**src/core/math_acc_pkg.sv**
```systemverilog
// constants, carrier structs and helpers for the math accumulator byte port
// assumes one core clock domain; all strobes are single-cycle pulses from core logic
package math_acc_pkg;

    // byte port location in special-function register space
    localparam logic [7:0] ACC_PORT_ADDR = 8'hd5;

    // accumulator geometry
    localparam int ACC_WIDTH = 40;
    localparam int ACC_BYTES = 5;

    // values after reset
    localparam logic [39:0] ACC_RESET = 40'h00_0000_0000;
    localparam logic [7:0] RDATA_RESET = 8'h00;

    // byte pointer positions, byte 0 is least significant
    localparam logic [2:0] RD_PTR_INIT = 3'h4;
    localparam logic [2:0] RD_PTR_LAST = 3'h0;
    localparam logic [2:0] WR_PTR_INIT = 3'h0;
    localparam logic [2:0] WR_PTR_LAST = 3'h4;
    localparam logic [2:0] PTR_STEP = 3'h1;

    // consecutive zero-byte writes that clear the accumulator
    localparam logic [2:0] ZERO_RUN_RESET = 3'h0;
    localparam logic [2:0] ZERO_RUN_LAST = 3'h4;

    // operation kinds reported at calculation completion
    typedef enum logic [1:0] {
        OP_MULTIPLY,
        OP_DIVIDE,
        OP_SHIFT,
        OP_NORMALIZE
    } calc_op_type;

    // byte access from the core to the register space
    typedef struct packed {
        logic [7:0] addr;
        logic rd;
        logic wr;
        logic [7:0] wdata;
    } sfr_req_type;

    // completion report from the arithmetic unit
    typedef struct packed {
        logic done;
        calc_op_type op;
        logic [39:0] result;
    } calc_event_type;

    // control bits written by software elsewhere, seen here as set pulses
    typedef struct packed {
        logic clear_accumulator_ctl;
        logic clear_accelerator_ctl;
        logic sequence_start_ctl;
    } ctl_pulse_type;

    // whole state of the accumulator block
    typedef struct packed {
        logic [39:0] acc;
        logic [2:0] rd_ptr;
        logic [2:0] wr_ptr;
        logic [2:0] zero_run;
        logic [7:0] rdata;
    } acc_state_type;

    // one byte lane of the accumulator
    function automatic logic [7:0] byte_of(input logic [39:0] value, input logic [2:0] idx);
        logic [7:0] lane;
        lane = 8'h00;
        case (idx)
            3'h0: lane = value[7:0];
            3'h1: lane = value[15:8];
            3'h2: lane = value[23:16];
            3'h3: lane = value[31:24];
            3'h4: lane = value[39:32];
            default: lane = 8'h00;
        endcase
        return lane;
    endfunction

    // replace one byte lane of the accumulator
    function automatic logic [39:0] put_byte(input logic [39:0] value, input logic [2:0] idx,
                                             input logic [7:0] lane);
        logic [39:0] res;
        res = value;
        case (idx)
            3'h0: res[7:0] = lane;
            3'h1: res[15:8] = lane;
            3'h2: res[23:16] = lane;
            3'h3: res[31:24] = lane;
            3'h4: res[39:32] = lane;
            default: res = value;
        endcase
        return res;
    endfunction

    // only multiply and divide results accumulate
    function automatic logic accumulates(input calc_op_type op);
        return (op == OP_MULTIPLY) || (op == OP_DIVIDE);
    endfunction

endpackage

```
**src/core/acc_adder.sv**
```systemverilog
// forty-bit adder for the accumulator, carry out dropped
// assumes both operands are already forty bits; purely combinational
`timescale 1ns/1ps
module acc_adder (
    // operands
    input wire logic [39:0] acc,
    input wire logic [39:0] addend,
    // truncated sum
    output logic [39:0] sum
);

    logic [40:0] full_sum;

    always_comb begin
        full_sum = {1'b0, acc} + {1'b0, addend};
        // carry out of bit 39 is lost on purpose
        sum = full_sum[39:0];
    end

endmodule

```
**src/core/math_accumulator_byte_port.sv**
```systemverilog
// forty-bit accumulator of the math accelerator behind one byte register
// assumes the core issues single-cycle byte reads and writes on sys_clk
// and that completion and control pulses come from logic on the same clock
`timescale 1ns/1ps
module math_accumulator_byte_port (
    // clock and reset
    input wire logic sys_clk,
    input wire logic nrst,
    // register access from the core
    input wire math_acc_pkg::sfr_req_type sfr_req,
    output logic [7:0] sfr_rdata,
    // arithmetic unit completion
    input wire math_acc_pkg::calc_event_type calc,
    // control bit set pulses
    input wire math_acc_pkg::ctl_pulse_type ctl,
    // visible state
    output logic [39:0] acc_value,
    output logic [2:0] rd_ptr,
    output logic [2:0] wr_ptr
);

    math_acc_pkg::acc_state_type state;
    math_acc_pkg::acc_state_type next_state;

    logic port_read;
    logic port_write;
    logic zero_write;
    logic reinit;
    logic add_result;
    logic [39:0] acc_sum;

    // address, data and event decode
    always_comb begin
        port_read = sfr_req.rd && (sfr_req.addr == math_acc_pkg::ACC_PORT_ADDR);
        port_write = sfr_req.wr && (sfr_req.addr == math_acc_pkg::ACC_PORT_ADDR);
        zero_write = port_write && (sfr_req.wdata == 8'h00);
        reinit = calc.done || ctl.clear_accelerator_ctl || ctl.sequence_start_ctl;
        add_result = calc.done && math_acc_pkg::accumulates(calc.op);
    end

    acc_adder u_adder (
        .acc(state.acc),
        .addend(calc.result),
        .sum(acc_sum)
    );

    always_comb begin
        next_state = state;

        // read data is the lane under the read pointer before it moves;
        // past the end the pointer sits on byte 0
        if (port_read) begin
            next_state.rdata = math_acc_pkg::byte_of(state.acc, state.rd_ptr);
            if (state.rd_ptr != math_acc_pkg::RD_PTR_LAST) begin
                next_state.rd_ptr = state.rd_ptr - math_acc_pkg::PTR_STEP;
            end
            // no wrap at the least significant end
        end

        // accumulate only when software is not loading a byte this cycle;
        // a software write wins because it is the more recent intent
        if (add_result && !port_write) begin
            next_state.acc = acc_sum;
        end

        // byte preload at the write pointer
        if (port_write) begin
            next_state.acc = math_acc_pkg::put_byte(state.acc, state.wr_ptr, sfr_req.wdata);
            if (state.wr_ptr != math_acc_pkg::WR_PTR_LAST) begin
                next_state.wr_ptr = state.wr_ptr + math_acc_pkg::PTR_STEP;
            end
            // locks at the most significant byte
        end

        // run of zero bytes counts writes, not cycles, so reads between
        // writes do not break it
        if (zero_write) begin
            if (state.zero_run == math_acc_pkg::ZERO_RUN_LAST) begin
                next_state.acc = math_acc_pkg::ACC_RESET;
                next_state.zero_run = math_acc_pkg::ZERO_RUN_RESET;
            end else begin
                next_state.zero_run = state.zero_run + math_acc_pkg::PTR_STEP;
            end
        end else if (port_write) begin
            next_state.zero_run = math_acc_pkg::ZERO_RUN_RESET;
        end

        // clear bit has the last word on the accumulator
        if (ctl.clear_accumulator_ctl) begin
            next_state.acc = math_acc_pkg::ACC_RESET;
            next_state.zero_run = math_acc_pkg::ZERO_RUN_RESET;
        end

        // pointer reinit overrides any step in the same cycle
        if (reinit) begin
            next_state.rd_ptr = math_acc_pkg::RD_PTR_INIT;
            next_state.wr_ptr = math_acc_pkg::WR_PTR_INIT;
        end
    end

    always_ff @(posedge sys_clk or negedge nrst) begin
        if (!nrst) begin
            state.acc <= math_acc_pkg::ACC_RESET;
            state.rd_ptr <= math_acc_pkg::RD_PTR_INIT;
            state.wr_ptr <= math_acc_pkg::WR_PTR_INIT;
            state.zero_run <= math_acc_pkg::ZERO_RUN_RESET;
            state.rdata <= math_acc_pkg::RDATA_RESET;
        end else begin
            state <= next_state;
        end
    end

    always_comb begin
        sfr_rdata = state.rdata;
        acc_value = state.acc;
        rd_ptr = state.rd_ptr;
        wr_ptr = state.wr_ptr;
    end
endmodule
```
**config.mk**
```make
export PLATFORM = sky130hd
export DESIGN_NAME = math_accumulator_byte_port
export DESIGN_NICKNAME = d
export VERILOG_FILES = /design/src/core/math_acc_pkg.sv /design/src/core/acc_adder.sv /design/src/core/math_accumulator_byte_port.sv
export SDC_FILE = /design/constraint.sdc
export NUM_CORES = 1
export LEC_CHECK = 0
export BUFFER_PORTS_ARGS = -buffer_cell sky130_fd_sc_hd__buf_2
export CAP_MARGIN = 20
export CORE_MARGIN = 3
export CORE_UTILIZATION = 40
export CTS_CLUSTER_DIAMETER = 40
export DETAILED_ROUTE_END_ITERATION = 16
export GPL_TIMING_DRIVEN = 1
export HOLD_SLACK_MARGIN = 0.05
export SETUP_SLACK_MARGIN = 0.05
export SYNTH_ARGS = -nofsm -noshare
export SYNTH_HDL_FRONTEND = slang
export SYNTH_HIERARCHICAL = 1
export SYNTH_SLANG_ARGS = --single-unit
```
**constraint.sdc**
```tcl
create_clock -name sys_clk -period 2.99 [get_ports sys_clk]
set_input_delay 0.299 -clock sys_clk [delete_from_list [all_inputs] [get_ports sys_clk]]
set_output_delay 0.299 -clock sys_clk [all_outputs]
set_load 0.02 [all_outputs]
```
==> results <==
- The flow ran to the end, and the final reports show no timing, DRC or antenna violations.
- The critical path's slowest cell is a2111o_1.
- In this run the worst hold path is classified as in -> reg.
- Along the worst path, the maximum fanout reaches 3.
- The tool flagged a number of max-cap violations equal to 0.
- For this design the top-level I/O count stands at 120.
- After synthesis the netlist holds a flip-flop and latch count of 57.
- The number of rows in the core area is 45.
- The setup path with the least slack is of type reg -> reg.
- The initial utilization of the core area, before any placement, comes to 41.67%.
- The H-tree was split into 3 levels.
- In the finished design, the share of the clock period the worst path needs comes to 96.84%.
- The measured slew at the worst slew-check pin is 0.7287 ns.
- The number of clock sinks seen by CTS is 57.
- Across every metal layer, demand over resource in global routing totals 23.95%.
- Entering global routing, the biggest net connects 84 pins.
- The worst-case setup slack after placement is -0.1745 ns.
- The utilization after layout is 51.13%.
- STA puts the critical path data required time at 3.19 ns.
- Counting along the longest clock path gives a buffer depth of 2.
- The TritonCTS clock tree is yes.
- In this run the static leakage power is 0.003721 uW.
- In this run the remaining antenna-violating nets after routing total 0.
- The total instance count after detailed placement is 1043.
- From bottom edge to top edge, the die measures 133.0 um.
- Setup repair after global routing could not meet its margin everywhere.
- Among cell families on the critical path, the largest total delay comes from compound AO/OA/AOI/OAI gates.
- The total power per unit cell area is 377.5 nW/um^2.
- The die covers 17690 sq um.
- The leading cell type in the layout, fill and taps excluded is buf_2.
- The stage delay of the slowest cell on the critical path is 0.44 ns.
- The region available for standard cell placement spans 15480 sq um.
- The first detailed-routing pass took 8 iterations.
- In this run the most critical hold path is launched from ctl[2].
- At the end of routability-driven placement, the weighted congestion stood at 0.9030.
- The placed wire-length estimate after detailed placement is 16060 um.
- The fraction of final layout cells with drive strength greater than 1 is 34.31%.
- At the later pin of the worst-skew pair, clock insertion delay measures 0.35 ns.
- During synthesis, Yosys emitted a total of 6 warnings.
- The critical path goes through ha_2 -> fa_2 -> a21oi_2 -> o22ai_2 -> a2111o_1 -> o22ai_2 -> o21ai_2 -> a21o_1 -> a211oi_2 -> nor3_1 -> a211oi_1 -> a211oi_1.
- The worst path needs 2.895 ns of the cycle, external delays included.
- The design draws 2988 uW.
- Hold is met by 0.1705 ns.
- The post-layout instance count excluding filler cells is 1062.
- In the layout the commonest cells are buf_2, buf_4, a211oi_1.
- The synthesized area divided by synthesized cell count is 8.755 sq um.
- The detailed-route via count is 6297.
- The number of global-route vias before repair is 6062.
- Synthesis handed over a netlist of 737 instances.
- The arrival time of the worst setup path is 3.09 ns.
- Derived from the worst setup path, the maximum achievable clock frequency is 0.3454 GHz.
- Dividing the detail-routed wire length by the instance count gives 20.64 um.
- Clock-pin slew was measured on the worst setup and hold paths at 0.06 ns.
- The initial antenna violation count is 0.
- The overflow left after global routing is 0.
- The total count of max-transition violations in the final report is 0.
- STA classifies the critical path startpoint as a flip-flop.
- The synthesized netlist contains 84 unique library cells.
- The die width is 133.0 um.
- The area overhead of the layout relative to synthesis is 22.69%.
- Across all setup checks in the final design, the least slack found is 0.09450 ns.
- The post-synthesis net count is 855.
- The logic depth of the worst setup path including buffers is 12.
- The path with the worst hold slack has its endpoint at state[9].
- The via-per-instance ratio is 5.929.
- The dominant register cell in the synthesized netlist is dfrtp_1.
- The first global-routing pass estimated 33310 um of wire.
- The worst reg-to-reg path cell count is 12.
- The worst-case IR drop observed on VDD is 0.2611 mV.
- The cell sitting at the root of the clock tree is a clkbuf_16.
- In the synthesized netlist the async set-or-reset flop fraction comes to 100.0%.
- For this run, the register share of the synthesized area comes to 22.13%.
- The register-to-register setup slack is 0.09 ns.
- The number of buffers created by CTS is 9.
- Yosys mapped a number of flops with a built-in enable equal to 0.
- The wire length reported by the detailed router is 21920 um.
- The final setup violation count is 0.
- In this run the cell area of the synthesized design comes to 6452 sq um.
- The launch point of the worst reg-to-reg path is acc_value[0].
- The destination of the worst register-to-register timing path is acc_value[20].
- Counting instances, the worst hold path has a depth of 2.
- The number of remaining DRC errors is 0.
- The post-layout net count is 964.
- The number of buffer and inverter stages on the critical path is 0.
- Across the routed clock network, the largest skew measured is 0.008443 ns.
- Headroom to the max-slew limit came out at 51.42%.
- Port buffering added 118 buffers.
- The endpoint type of the worst setup path is a flip-flop.
- The repair_antennas step left the layout with diodes totalling 0.
- The first routing iteration left 516 violations.
- The final hold violation count is 0.
[layer usage]
| metal | routed length (um) | vias up | GRT usage, % | share of wire, % |
|---|---|---|---|---|
| met2 | 9951 | 262 | 37.39 | 45 |
| met4 | 679 | 0 | 8.776 | 3.1 |
| li1 | - | 2950 | - | - |
| met1 | 9565 | 3033 | 32.12 | 44 |
| met3 | 1723 | 52 | 5.856 | 7.9 |
| met5 | 0 | - | 0 | 0 |
[what timing repair did]
| item | in CTS | in global routing |
|---|---|---|
| buffers inserted | 0 | 2 |
| pin swaps | 13 | 32 |
| endpoints found under the hold margin | 27 | 0 |
| resized for setup | 11 | 44 |
| setup endpoints to repair | 13 | 18 |
| hold buffers | 1 | 0 |
[sequential cells by signal, summed over array words and instances, names as in the netlist]
| register | flops |
|---|---|
| acc_value | 40 |
| sfr_rdata | 8 |
| rd_ptr | 3 |
| state | 3 |
| wr_ptr | 3 |
[kinds of logic (layout without fill, tap and decap cells)]
family | count (synthesis) | after routing | share of synthesized area, %
adder cells (fa/ha/maj) | 52 | 52 | 10.20
XOR/XNOR | 33 | 33 | 4.479
multiplexers | 39 | 39 | 6.069
buffers and inverters | 114 | 228 | 10.90
flip-flops | 57 | 57 | 22.13
AO/OA/AOI/OAI | 252 | 252 | 29.84
AND/OR/NAND/NOR | 190 | 190 | 16.39
[area by class of cell]
| class | count | area, sq um |
|---|---|---|
| tap | 211 | 264.0 |
| multi-input combinational | 566 | 4668 |
| clock inverter | 6 | 43.79 |
| timing repair buffer | 193 | 1201 |
| clock buffer | 10 | 239.0 |
| sequential | 57 | 1429 |
| inverter | 19 | 71.32 |
| fill | 1464 | 7567 |
[metrics by stage]
step                area (sq um)  TNS [ns]
floorplan                   6452         0
finish                      7916         0
detailed placement          7249   -0.6986
global placement            7249   -0.2913
global route                7916  -0.03392
CTS                         7585         0
[cells in the mapped netlist, drive strengths merged, types with 5 or more instances]
cell    instances  area share, %
a31oi           7           0.68
mux2i          38            5.9
xnor2          20            2.7
clkbuf         20            1.2
o21bai          6           0.70
a311oi          9            2.1
buf            75            8.6
nand2          45            2.6
nand4           5           0.48
nor2           27            1.7
inv            19            1.1
and3            6           0.74
a222oi          6           0.93
ha             51            9.9
a211oi         78            9.2
nor3            9           0.87
o21ai          25            2.0
o22a            6           0.81
a21oi          43            3.4
a21o           28            3.3
xor2           13            1.8
dfrtp          56             22
nand3          23            1.9
nor2b          47            4.6
[worst reg2reg max path: cells and delay by family (launching register included)]
family	cells	cell delay, ns
AOI/OAI and AO/OA	9	1.76
and+or+nand+nor	1	0.06
DFF	1	0.38
adders and majority gates	2	0.54
[power breakdown]
| group | switching [uW] | internal [uW] |
|---|---|---|
| clock network | 422 | 582 |
| logic | 624 | 506 |
| registers | 43.2 | 811 |
| total | 1090 | 1900 |
[worst max path at each step]
stage	slack, ns	from	to
floorplan	0.13	acc_value[0]	acc_value[20]
global placement	-0.1	calc[0]	acc_value[34]
finish	0.09	acc_value[0]	acc_value[20]
detailed placement	-0.17	calc[0]	acc_value[34]
global route	-0.02	acc_value[0]	acc_value[20]
CTS	0.03	acc_value[0]	acc_value[34]
(Power assumes the default switching activity.)
